## src/rtl/oask_pkg.sv

```systemverilog
// package: constants and carrier types for operand addressing and skip timing
package oask_pkg;

	// ==========================================================
	// register map (byte addresses)
	localparam logic [11:0] ADDR_CTRL    = 12'h000;
	localparam logic [11:0] ADDR_OPCODE  = 12'h004;
	localparam logic [11:0] ADDR_PC      = 12'h008;
	localparam logic [11:0] ADDR_RESULT  = 12'h00C;
	localparam logic [11:0] ADDR_SKIP    = 12'h010;

	// ==========================================================
	// control register fields
	localparam int CTRL_MBE_BIT    = 0;
	localparam int CTRL_MBS_LSB    = 4;
	localparam int CTRL_ENH_BIT    = 8;
	localparam int CTRL_PCC_LSB    = 12;
	localparam int CTRL_BIG_BIT    = 16;
	localparam logic [31:0] CTRL_RESET = 32'h0000_0000;

	// ==========================================================
	// data memory areas
	localparam logic [3:0]  BANK0          = 4'h0;
	localparam logic [3:0]  BANK1          = 4'h1;
	localparam logic [3:0]  BANK15         = 4'hF;
	localparam logic [7:0]  LOW_DIRECT_MAX = 8'h7F;
	localparam logic [11:0] FMEM_LO_BASE   = 12'hFB0;
	localparam logic [11:0] FMEM_HI_BASE   = 12'hFF0;
	localparam logic [11:0] PMEM_BASE      = 12'hFC0;

	// ==========================================================
	// program memory areas
	localparam logic [12:0] TADDR_MIN = 13'h0020;
	localparam logic [12:0] TADDR_MAX = 13'h007F;
	localparam int REL_BACK_MAX = 15;
	localparam int REL_FWD_MIN  = 2;
	localparam int REL_FWD_MAX  = 16;

	// ==========================================================
	// skip penalty cycles
	localparam logic [1:0] SKIP_NONE  = 2'd0;
	localparam logic [1:0] SKIP_SHORT = 2'd1;
	localparam logic [1:0] SKIP_LONG  = 2'd2;

	// ==========================================================
	// operand kinds presented to the decoder
	typedef enum logic [3:0] {
		OASK_OP_REG, OASK_OP_NON_ACCUMULATOR_REGISTER, OASK_OP_RPX, OASK_OP_RPX1,
		OASK_OP_IND, OASK_OP_IND1, OASK_OP_MEM, OASK_OP_FMEM,
		OASK_OP_PMEM, OASK_OP_ADDR, OASK_OP_EXTENDED_ABSOLUTE_OPERAND, OASK_OP_CADDR,
		OASK_OP_FADDR, OASK_OP_TADDR, OASK_OP_REL, OASK_OP_IMM
	} oask_kind_t;

	// decoded operand result
	typedef struct packed {
		logic        legal;
		logic [3:0]  bank;
		logic [12:0] addr;
		logic [3:0]  nibble;
		logic [7:0]  byte_imm;
		logic [1:0]  bitsel;
		logic [2:0]  regsel;
	} oask_result_t;

endpackage : oask_pkg

```

## src/rtl/oask_skip_timer.sv

```systemverilog
// skip timer: counts the extra machine cycles of a skipped instruction
`timescale 1ns/10ps
module oask_skip_timer (
	input  wire logic       pclk,
	input  wire logic       presetn,
	input  wire logic       start,
	input  wire logic       taken,
	input  wire logic       three_byte,
	output logic            busy,
	output logic [1:0]      penalty,
	output logic            done
);
	logic [1:0] remain;
	wire  [1:0] next_penalty;

	// pick the penalty: no skip costs nothing, long forms cost two
	assign next_penalty = !taken ? oask_pkg::SKIP_NONE :
		(three_byte ? oask_pkg::SKIP_LONG : oask_pkg::SKIP_SHORT);
	assign busy = (remain != 2'd0);

	// one count per pclk edge, each edge is one machine cycle
	always_ff @(posedge pclk or negedge presetn) begin
		if (!presetn) begin
			remain  <= 2'd0;
			penalty <= 2'd0;
			done    <= 1'b0;
		end else begin
			done <= 1'b0;
			if (start && !busy) begin
				penalty <= next_penalty;
				remain  <= next_penalty;
				done    <= (next_penalty == 2'd0);
			end else if (busy) begin
				remain <= remain - 2'd1;
				done   <= (remain == 2'd1);
			end
		end
	end
endmodule : oask_skip_timer

```

## src/rtl/oask_decoder.sv

```systemverilog
// operand addressing and skip timing decoder with apb register access
//
// Behaviour
// (RULE1) skip costs 0, 1 or 2 cycles
// (RULE2) only long branch and call forms are three-byte
// (RULE3) indirect bank is enable gating select
// (RULE4) direct bank: low half 0, high 15 (the code uses the select instead when enable is set)
// (RULE5) de and dl pointers always bank 0
// (RULE6) fixed and port bits always bank 15
// (RULE7) fixed bits only fb0-fbf, ff0-fff
// (RULE8) port bits only fc0-fff
// (RULE9) software keeps pair-wide direct address even
// (RULE10) accept nibble, byte and bit fields
// (RULE11) restricted register excludes accumulator
// (RULE12) restricted pair excludes primary accumulator pair
// (RULE13) pointer set hl, hl+, hl-, de, dl
// (RULE14) a, xa and carry are accumulators
// (RULE15) call table 0020-007f, even only
// (RULE16) short call eleven bits wide
// (RULE17) in-page branch twelve bits plus pc12
// (RULE18) relative targets -15..-1 and +2..+16
// (RULE19) extended absolute only in enhanced mode
// (RULE20) one machine cycle per clock
// (RULE21) skipped bytes change nothing, pc advances
//
// Chosen here: the APB interface to the registers and the register addresses.
`timescale 1ns/10ps
module oask_decoder #(
	parameter int PC_WIDTH = 13
) (
	input  wire logic        pclk,
	input  wire logic        presetn,
	input  wire logic        psel,
	input  wire logic        penable,
	input  wire logic        pwrite,
	input  wire logic [11:0] paddr,
	input  wire logic [31:0] pwdata,
	output logic      [31:0] prdata,
	output logic             pready,
	output logic             pslverr
);
	// ==========================================================
	// apb decode
	logic [31:0]         ctrl;
	logic [31:0]         opcode;
	logic [PC_WIDTH-1:0] pc;
	oask_pkg::oask_result_t result;
	logic                pair_odd;

	wire acc      = psel && penable;
	wire wr       = acc && pwrite;
	wire hit_ctrl = (paddr == oask_pkg::ADDR_CTRL);
	wire hit_op   = (paddr == oask_pkg::ADDR_OPCODE);
	wire hit_pc   = (paddr == oask_pkg::ADDR_PC);
	wire hit_res  = (paddr == oask_pkg::ADDR_RESULT);
	wire hit_skip = (paddr == oask_pkg::ADDR_SKIP);
	wire mapped   = hit_ctrl | hit_op | hit_pc | hit_res | hit_skip;

	assign pready  = 1'b1;
	assign pslverr = acc && !mapped;

	// control fields
	wire       data_bank_enable_flag = ctrl[oask_pkg::CTRL_MBE_BIT];
	wire [3:0] data_bank_select_reg  = ctrl[oask_pkg::CTRL_MBS_LSB +: 4];
	wire       enhanced_instruction_mode = ctrl[oask_pkg::CTRL_ENH_BIT];
	wire [1:0] cpu_clock_select_reg  = ctrl[oask_pkg::CTRL_PCC_LSB +: 2];
	wire       big_rom               = ctrl[oask_pkg::CTRL_BIG_BIT];

	// opcode fields: kind, selector and operand value
	wire [3:0]  kind_raw = opcode[31:28];
	wire [2:0]  sel      = opcode[26:24];
	wire [12:0] val      = opcode[12:0];
	wire        skip_req = opcode[27];
	wire        next_long = opcode[23];
	oask_pkg::oask_kind_t kind;
	assign kind = oask_pkg::oask_kind_t'(kind_raw);

	// ==========================================================
	// bank helper, used by the indirect decode only
	function automatic logic [3:0] gated_bank(input logic en,
		input logic [3:0] s);
		gated_bank = en ? s : oask_pkg::BANK0;
	endfunction : gated_bank

	function automatic logic bank_ok(input logic [3:0] b);
		bank_ok = (b == oask_pkg::BANK0) || (b == oask_pkg::BANK1) ||
			(b == oask_pkg::BANK15);
	endfunction : bank_ok

	// (RULE3) indirect bank gated by enable
	wire [3:0] ind_bank = gated_bank(data_bank_enable_flag,
		data_bank_select_reg);
	// (RULE4) direct bank from address half, or from select when enable set
	wire [3:0] dir_bank = data_bank_enable_flag ? data_bank_select_reg :
		((val[7:0] <= oask_pkg::LOW_DIRECT_MAX) ? oask_pkg::BANK0 :
		oask_pkg::BANK15);
	wire [11:0] dir_addr = {dir_bank, val[7:0]};

	// (RULE7) fixed-bit area check
	wire [11:0] fmem_a  = {4'hF, val[7:0]};
	wire fmem_ok = (fmem_a[11:4] == oask_pkg::FMEM_LO_BASE[11:4]) ||
		(fmem_a[11:4] == oask_pkg::FMEM_HI_BASE[11:4]);
	// (RULE8) port-bit area check
	wire pmem_ok = (fmem_a[11:6] == oask_pkg::PMEM_BASE[11:6]);

	// (RULE15) call table range and alignment
	wire taddr_ok = (val >= oask_pkg::TADDR_MIN) &&
		(val <= oask_pkg::TADDR_MAX) && !val[0];

	// (RULE18) relative offset: 5-bit signed, 0 and +1 decoded but illegal
	// code 10h would be -16, never legal, so it carries +16 instead
	wire signed [5:0] rel_off = (val[4:0] == 5'h10) ? 6'sd16 :
		$signed({val[4], val[4:0]});
	wire rel_ok = (rel_off >= -6'sd15 && rel_off <= -6'sd1) ||
		(rel_off >= 6'sd2 && rel_off <= 6'sd16);
	wire [12:0] rel_tgt = pc[12:0] + 13'($signed(rel_off));

	// (RULE17) in-page target keeps pc bit 12 on large parts
	wire [12:0] page_tgt = {big_rom & pc[12], val[11:0]};

	// ==========================================================
	// operand decode
	always_comb begin
		result = '0;
		result.nibble   = val[3:0];
		result.byte_imm = val[7:0];
		// (RULE10) bit selector in a nibble
		result.bitsel   = val[9:8];
		case (kind)
			oask_pkg::OASK_OP_REG: begin
				result.legal  = 1'b1;
				result.regsel = sel;
			end
			// (RULE11) code 1 is the accumulator, excluded
			oask_pkg::OASK_OP_NON_ACCUMULATOR_REGISTER: begin
				result.legal  = (sel != 3'd1);
				result.regsel = sel;
			end
			// (RULE12) pairs 0-3 primary, 4-7 alternate bank
			oask_pkg::OASK_OP_RPX: begin
				result.legal  = 1'b1;
				result.regsel = sel;
			end
			oask_pkg::OASK_OP_RPX1: begin
				result.legal  = (sel != 3'd0);
				result.regsel = sel;
			end
			// (RULE13) pointers 0..4; (RULE5) de/dl use bank 0
			oask_pkg::OASK_OP_IND: begin
				result.legal  = (sel <= 3'd4) && bank_ok(ind_bank);
				result.regsel = sel;
				result.bank   = (sel >= 3'd3) ? oask_pkg::BANK0 : ind_bank;
			end
			oask_pkg::OASK_OP_IND1: begin
				result.legal  = (sel == 3'd3) || (sel == 3'd4);
				result.regsel = sel;
				result.bank   = oask_pkg::BANK0;
			end
			oask_pkg::OASK_OP_MEM: begin
				result.legal = bank_ok(dir_bank);
				result.bank  = dir_bank;
				result.addr  = {1'b0, dir_addr};
			end
			// (RULE6) bit areas pinned to bank 15
			oask_pkg::OASK_OP_FMEM: begin
				result.legal = fmem_ok;
				result.bank  = oask_pkg::BANK15;
				result.addr  = {1'b0, fmem_a};
			end
			oask_pkg::OASK_OP_PMEM: begin
				result.legal = pmem_ok;
				result.bank  = oask_pkg::BANK15;
				result.addr  = {1'b0, fmem_a};
			end
			oask_pkg::OASK_OP_ADDR: begin
				result.legal = big_rom || !val[12];
				result.addr  = val;
			end
			// (RULE19) extended absolute needs enhanced mode
			oask_pkg::OASK_OP_EXTENDED_ABSOLUTE_OPERAND: begin
				result.legal = enhanced_instruction_mode &&
					(big_rom || !val[12]);
				result.addr  = val;
			end
			oask_pkg::OASK_OP_CADDR: begin
				result.legal = 1'b1;
				result.addr  = page_tgt;
			end
			// (RULE16) eleven-bit short call
			oask_pkg::OASK_OP_FADDR: begin
				result.legal = (val[12:11] == 2'b00);
				result.addr  = {2'b00, val[10:0]};
			end
			oask_pkg::OASK_OP_TADDR: begin
				result.legal = taddr_ok;
				result.addr  = val;
			end
			oask_pkg::OASK_OP_REL: begin
				result.legal = rel_ok;
				result.addr  = rel_tgt;
			end
			default: begin
				// (RULE14) immediates feed a, xa or carry
				result.legal = 1'b1;
			end
		endcase
	end

	// (RULE9) flag odd pair-wide direct address, software must avoid
	assign pair_odd = (kind == oask_pkg::OASK_OP_MEM) && val[0];

	// ==========================================================
	// skip timing
	logic       skip_busy;
	logic [1:0] skip_pen;
	logic       skip_done;
	logic       skip_pend;
	logic [PC_WIDTH-1:0] skip_bytes;
	wire start = skip_pend && !skip_busy;

	// (RULE2) opcode bit 23 marks the long branch/call forms
	// (RULE1) penalty chosen inside the timer
	// (RULE20) one count per pclk period
	oask_skip_timer u_skip (
		.pclk       (pclk),
		.presetn    (presetn),
		.start      (start),
		.taken      (skip_req),
		.three_byte (next_long),
		.busy       (skip_busy),
		.penalty    (skip_pen),
		.done       (skip_done)
	);

	// write a 1 to skip register to launch a skip of next instruction
	always_ff @(posedge pclk or negedge presetn) begin
		if (!presetn) begin
			skip_pend <= 1'b0;
		end else begin
			skip_pend <= wr && hit_skip && pwdata[0];
		end
	end

	// bytes to discard: 3 for long forms, else 1 or 2 by opcode bit 22
	assign skip_bytes = next_long ? PC_WIDTH'(3) :
		(opcode[22] ? PC_WIDTH'(2) : PC_WIDTH'(1));

	// ==========================================================
	// registers
	always_ff @(posedge pclk or negedge presetn) begin
		if (!presetn) begin
			ctrl   <= oask_pkg::CTRL_RESET;
			opcode <= 32'h0000_0000;
			pc     <= '0;
		end else begin
			if (wr && hit_ctrl)
				ctrl <= pwdata;
			if (wr && hit_op)
				opcode <= pwdata;
			// (RULE21) skip only advances pc, nothing else changes
			if (wr && hit_pc)
				pc <= pwdata[PC_WIDTH-1:0];
			else if (start && skip_req)
				pc <= pc + skip_bytes;
		end
	end

	// read mux, combinational data
	wire [31:0] rd_res = {pair_odd, 2'b00, result.legal, result.bank,
		result.bitsel, result.regsel, 6'd0, result.addr};
	wire [31:0] rd_val = hit_ctrl ? ctrl : hit_op ? opcode :
		hit_pc ? 32'(pc) : hit_res ? rd_res :
		hit_skip ? {26'd0, cpu_clock_select_reg, skip_pen, skip_done,
		skip_busy} : 32'h0000_0000;
	assign prdata = rd_val;

	// ==========================================================
	// checks
	a_direct_low_bank: assert property (@(posedge pclk) disable iff
		(!presetn) (kind == oask_pkg::OASK_OP_MEM &&
		!data_bank_enable_flag && val[7:0] <= 8'h7F) |->
		result.bank == 4'h0) else $error("direct low bank wrong"); // RULE4
	a_dedl_bank: assert property (@(posedge pclk) disable iff (!presetn)
		(kind == oask_pkg::OASK_OP_IND1) |-> result.bank == 4'h0)
		else $error("de/dl bank not zero"); // RULE5
	a_bit_bank: assert property (@(posedge pclk) disable iff (!presetn)
		(kind == oask_pkg::OASK_OP_PMEM) |-> result.bank == 4'hF)
		else $error("port bit bank not 15"); // RULE6
	a_non_accumulator_register_noacc: assert property (@(posedge pclk) disable iff (!presetn)
		(kind == oask_pkg::OASK_OP_NON_ACCUMULATOR_REGISTER && sel == 3'd1) |-> !result.legal)
		else $error("accumulator accepted"); // RULE11
	a_rel_zero: assert property (@(posedge pclk) disable iff (!presetn)
		(kind == oask_pkg::OASK_OP_REL && val[4:0] <= 5'd1) |->
		!result.legal) else $error("rel 0/+1 accepted"); // RULE18
	a_taddr_odd: assert property (@(posedge pclk) disable iff (!presetn)
		(kind == oask_pkg::OASK_OP_TADDR && val[0]) |-> !result.legal)
		else $error("odd call table accepted"); // RULE15
	a_extended_absolute_operand_mode: assert property (@(posedge pclk) disable iff (!presetn)
		(kind == oask_pkg::OASK_OP_EXTENDED_ABSOLUTE_OPERAND && !enhanced_instruction_mode)
		|-> !result.legal) else $error("extended_absolute_operand in compat"); // RULE19
	a_long_skip: assert property (@(posedge pclk) disable iff (!presetn)
		(start && skip_req && next_long) |=> skip_busy ##1 skip_busy
		##1 !skip_busy) else $error("long skip not 2"); // RULE1
endmodule : oask_decoder

```

## config.mk

```make
export PLATFORM = sky130hd
export DESIGN_NAME = oask_decoder
export DESIGN_NICKNAME = d
export VERILOG_FILES = /design/src/rtl/oask_pkg.sv /design/src/rtl/oask_skip_timer.sv /design/src/rtl/oask_decoder.sv
export SDC_FILE = /design/constraint.sdc
export NUM_CORES = 1
export LEC_CHECK = 0
export CORE_MARGIN = 8
export CORE_UTILIZATION = 45
export CTS_CLUSTER_DIAMETER = 150
export DETAILED_ROUTE_END_ITERATION = 7
export DONT_BUFFER_PORTS = 1
export SYNTH_ARGS = -nofsm -noshare
export SYNTH_HDL_FRONTEND = slang
export SYNTH_SLANG_ARGS = --single-unit
```

## constraint.sdc

```tcl
create_clock -name pclk -period 4.1 [get_ports pclk]
set_input_delay 0.205 -clock pclk [delete_from_list [all_inputs] [get_ports pclk]]
set_output_delay 0.205 -clock pclk [all_outputs]
set_load 0.05 [all_outputs]
```

==> results_dict.tcl, run 1 <==
set metrics [dict create \
    status "complete, no violations" \
    ys_ff_latch 83 \
    maxSlewHeadroom_pct 28.3 \
    finalNetCount 666 \
    setup_tns_ps 0 \
    grt_pass1_vias 4594 \
    htreeDepth 3 \
    ys_types 72 \
    antenna_cells 0 \
    grt_max_degree 84 \
    chipHeight_um 128 \
    dr.first_iter.drc_count 332 \
    worstPathArrival_ps 3360 \
    io_buffer_count 0 \
    combPwrFrac_pct 7.5 \
    synth_top_area_share_pct 36.7 \
    synth.most_common_cell "dfrtp_1" \
    slew_violations 0 \
    startpoint_type "flop" \
    grt.overflow.total 0 \
    final_hold_viol_count 0 \
    pwr_density_cell_nw_per_um2 292 \
    path_clk_slew_ps 70 \
    yosysSeqAreaShare_pct 36.7 \
    avgSynthCellArea_sq_um 9.75 \
    cts_tree "built" \
    finalCriticalPeriod_ps 3570 \
    cts-buffers-inserted 9 \
    die_w_um 128 \
    p_clk_share_pct 47.5 \
    cts_max_path_buffers 2 \
    synth-warning-count 0 \
    die_area_sq_um 16400 \
    fmax_ghz 0.280 \
    wl_per_cell_um 20.8 \
    skew_ps 8.15 \
    start_util_pct 45.5 \
    insertion_delay_ps 350 \
    fin_crit_sh_pct 87.0 \
    cp_max_fo 9 \
    endpoint_kind "output pin" \
    p_sw_uw 436 \
    ctsRootBufferMaster "clkbuf_16" \
    wl_mm 16.2 \
    synth_area_leader_cell "dfrtp_1" \
    drive_gt1_share_pct 17.4 \
    synth_cells 581 \
    syn_to_final_growth_pct 13.3 \
    seqPwrFrac_pct 45.0 \
    ant_nets 0 \
    p_leak_nw 2.83 \
    hold_class "input port to flop" \
    dp_hpwl_mm 11.2 \
    post_drt_via_cell_ratio 5.77 \
    grt_use_total_pct 20.3 \
    vias 4484 \
    core_sq_um 12500 \
    synth-edff-count 0 \
    grt_pass1_wl_mm 25.8 \
    synthTopCellsByArea "dfrtp_1 (37%), mux2_4 (7.4%), mux2_2 (6.8%), mux2i_1 (4.9%), a21oi_1 (4.3%)" \
    gp_congestion 0.859 \
    synth_common_cells "dfrtp_1 (83), nor2_1 (61), a21oi_1 (49)" \
    pin_count 83 \
    sw_frac_of_total_pct 23.3 \
    internal-power_mw 1.44 \
    worstSetupPathType "flop to output pin" \
    setup_viol_count_final 0 \
    rsz0062_at_grt "false" \
    finalPower_mw 1.87 \
    drc 0 \
    critPathRequiredTime_ps 3890 \
    worst_pin_slew_ps 1070 \
    synth_flop_cell "dfrtp_1" \
    ir_drop_mv 0.257 \
    antenna_found_initial 0 \
    drv_cap 0 \
    rows 41 \
    postSynth.asyncResetShare_pct 100 \
    synth_area_sq_um 5670 \
    drt_pass1_iterations 5 \
    hold_ws_ps 9.35 \
    clock-sinks 83 \
    synthesis.nets 647 \
]
[cells in the final DEF, fill, tap and decap left out, drive strengths merged, types with 3 or more instances in the layout]
cell	n
a21boi	3
a21o	3
a21oi	49
a22o	4
a31oi	6
and3	5
buf	13
clkbuf	11
dfrtp	83
dlygate4sd3	34
ha	15
inv	19
mux2	63
mux2i	28
nand2	38
nand2b	9
nand3	12
nand4	6
nor2	63
nor2b	5
nor3	12
o2111ai	3
o21ai	30
o221ai	4
o22a	4
o22ai	7
o311ai	3
or2	5
or3	3
xnor2	11
xor2	13
[layer usage]
metal  up-vias  global-route usage, %  share of wire, %
li1       2129                      -                 -
met1      2224                   26.6                47
met2       119                   32.0                45
met3        12                   4.70               6.5
met4         0                   7.06               1.4
met5         -                      0                 0
[worst max-delay path, cell delays in order, from the launching register on]
cell and delay (ps):
dfrtp_1 490, or3_1 430, o21a_1 320, ha_1 390
or2_2 130, o2111ai_1 150, a311o_1 360, xnor2_1 140
a221oi_1 320, a21oi_1 80, buf_4 200
[power by group through the flow]
stage / Sequential, mW / Combinational, mW / Clock [mW]
3_5_place_dp: 0.859 / 0.0901 / 0
3_3_place_gp: 0.859 / 0.0867 / 0
5_1_grt: 0.845 / 0.160 / 0.937
6_report: 0.844 / 0.140 / 0.890
4_1_cts: 0.844 / 0.140 / 0.906
2_1_floorplan: 0.857 / 0.0900 / 0
[registers in the layout, summed over array words and instances, names as in the netlist]
register        flops
pc                 13
u_skip.remain       2
ctrl               32
skip_pend           1
u_skip.penalty      2
opcode             32
u_skip.done         1
[what timing repair did]
action,in CTS,in global routing
gates resized for setup,0,0
buffers inserted,0,0
hold buffers,32,3
hold endpoints to repair,133,3
[cell type report]
class	instances	area, sq um
Clock buffer	11	233
Inverter	18	67.6
Multi-Input combinational cell	441	3290
Timing Repair Buffer	47	458
Fill cell	1144	6040
Sequential cell	83	2080
Tap cell	172	215
Clock inverter	5	85.1
[cell families after synthesis]
| group | synth area share (%) |
|---|---|
| compound gates | 15.3 |
| simple gates | 15.2 |
| other cells | 0.0662 |
| fa+ha+maj | 4.20 |
| flops | 36.7 |
| mux | 19.3 |
| buf+inv | 5.56 |
| xor+xnor | 3.71 |
[final timing paths]
path                       startpoint         end  depth (start not counted)  slack [ps]
min reg2reg                opcode[15]  opcode[15]                          1         510
min                        pwdata[25]  opcode[25]                          1           9
max                         opcode[3]  prdata[10]                         10         530
max in group asynchronous     presetn  opcode[28]                          2        3320
min in group asynchronous     presetn       pc[7]                          2         430
max reg2reg                opcode[23]      pc[11]                          9        1670
[stage by stage]
stage | setup slack [ps] | cells | instance area, sq um | util, %
2_1_floorplan | 504 | 581 | 5670 | -
3_3_place_gp | 998 | 726 | 5740 | 46.0
3_5_place_dp | 937 | 726 | 5740 | 46.0
4_1_cts | 533 | 774 | 6390 | 51.3
5_1_grt | 355 | 777 | 6420 | 51.5
6_report | 533 | 777 | 6420 | 51.5
Power figures use the tool's default switching activity.
==> run 2, diff against run 1 <==
Settings changed: PLACE_DENSITY set to 0.57.
==> results_dict.tcl, run 2 (same netlist as run 1, synthesis figures left out) <==
set metrics [dict create \
    status "complete, no violations" \
    grt_max_degree 84 \
    cp_max_fo 9 \
    post_drt_via_cell_ratio 5.78 \
    final-instance-count-excl-fill 777 \
    ir_drop_mv 0.248 \
    finalPower_mw 1.76 \
    skew_ps 5.42 \
    final_cell_mix "dfrtp_1 (83), nor2_1 (61), a21oi_1 (49)" \
    hold_ws_ps 10.6 \
    insertion_delay_ps 350 \
    holdCritStartpoint "pwdata[10]" \
    ctsRootBufferMaster "clkbuf_16" \
    grt.overflow.total 0 \
    antenna_found_initial 0 \
    rsz0062_at_grt "false" \
    grt_pass1_vias 4618 \
    finalCriticalPeriod_ps 3560 \
    fin_util_pct 51.2 \
    startpoint_type "flop" \
    dp_cells 727 \
    combPwrFrac_pct 8.0 \
    wl_per_cell_um 20.5 \
    chipHeight_um 128 \
    p_leak_nw 2.82 \
    core_sq_um 12500 \
    dp_slack_ps 922 \
    endpoint_kind "output pin" \
    path_clk_slew_ps 60 \
    rows 41 \
    internal-power_mw 1.32 \
    cts-buffers-inserted 9 \
    drv_cap 0 \
    final_hold_viol_count 0 \
    top_regs "ctrl (32), opcode (32), pc (13)" \
    layout_setup_ws_ps 541 \
    setup_viol_count_final 0 \
    die_area_sq_um 16400 \
    grt_pass1_wl_mm 25.8 \
    rr_startpoint "opcode[23]" \
    fin_crit_sh_pct 86.8 \
    wl_mm 15.9 \
    vias 4491 \
    die_w_um 128 \
    grt_use_total_pct 20.2 \
    cts_tree "built" \
    worst_pin_slew_ps 1110 \
    worstPathArrival_ps 3350 \
    layout_commonest_cell "dfrtp_1" \
    pin_count 83 \
    setup_tns_ps 0 \
    cts_max_path_buffers 2 \
    p_clk_share_pct 44.1 \
    seqPwrFrac_pct 47.9 \
    drt_pass1_iterations 5 \
    p_sw_uw 446 \
    drc 0 \
    finalNetCount 666 \
    critPathRequiredTime_ps 3890 \
    pwr_density_cell_nw_per_um2 276 \
    antenna_cells 0 \
    io_buffer_count 0 \
    slew_violations 0 \
    worstSetupPathType "flop to output pin" \
    drive_gt1_share_pct 17.7 \
    maxSlewHeadroom_pct 25.7 \
    cts_resized 0 \
    design_area_sq_um 6380 \
    gp_congestion 0.852 \
    syn_to_final_growth_pct 12.6 \
    sw_frac_of_total_pct 25.3 \
    dpl_cell_area_sq_um 5740 \
    clock-sinks 83 \
    hold_class "input port to flop" \
    start_util_pct 45.5 \
    dp_hpwl_mm 11.1 \
    crit_start "opcode[3]" \
    ant_nets 0 \
    dr.first_iter.drc_count 360 \
    fmax_ghz 0.281 \
    htreeDepth 3 \
]
## run 2: cell types whose count changed in the layout (fill, tap and decap cells not counted)
cell           before  now
inv_8               0    1
dlygate4sd3_1      34   33
buf_4              12   13
clkinv_2            0    1
clkbuf_1            2    1
clkinv_4            1    2
bufinv_16           2    0
## run 2: area by class of cell
class | count | area [sq um]
Inverter | 18 | 67.6
Tap cell | 172 | 215
Clock buffer | 10 | 229
Fill cell | 1173 | 6080
Multi-Input combinational cell | 441 | 3290
Timing Repair Buffer | 47 | 455
Clock inverter | 6 | 50.0
Sequential cell | 83 | 2080
## run 2: power groups by stage
stage / Combinational (mW) / Sequential [mW] / Clock (mW)
global placement: 0.0869 / 0.858 / 0
detailed placement: 0.0914 / 0.859 / 0
floorplan: 0.0900 / 0.857 / 0
finish: 0.141 / 0.844 / 0.779
CTS: 0.141 / 0.844 / 0.804
global route: 0.159 / 0.845 / 0.830
## run 2: critical path: stages, from the launching register on
cell	delay [ps]
dfrtp_1	480
or3_1	430
o21a_1	320
ha_1	380
or2_2	140
o2111ai_1	150
a311o_1	360
xnor2_1	130
a221oi_1	340
a21oi_1	80
buf_4	200
## run 2: worst paths after layout
kind / endpoint / slack, ps / cells past startpoint
hold / removal: opcode[10] / 10 / 1
setup reg to reg: pc[11] / 1700 / 9
max in group asynchronous: ctrl[28] / 3330 / 2
min in group asynchronous: pc[5] / 400 / 2
setup / recovery: prdata[10] / 540 / 10
hold reg to reg: u_skip.penalty[0] / 500 / 2
## run 2: timing repair
item,CTS,global route
buffers inserted,0,0
hold buffers,32,2
hold endpoints to repair,141,2
## run 2: layer usage
metal / GRT usage, % / share of wire [%] / vias to the layer above
li1: - / - / 2128
met4: 5.38 / 1.3 / 0
met2: 31.8 / 47 / 129
met1: 26.2 / 45 / 2218
met5: 0 / 0 / -
met3: 6.20 / 7.0 / 16
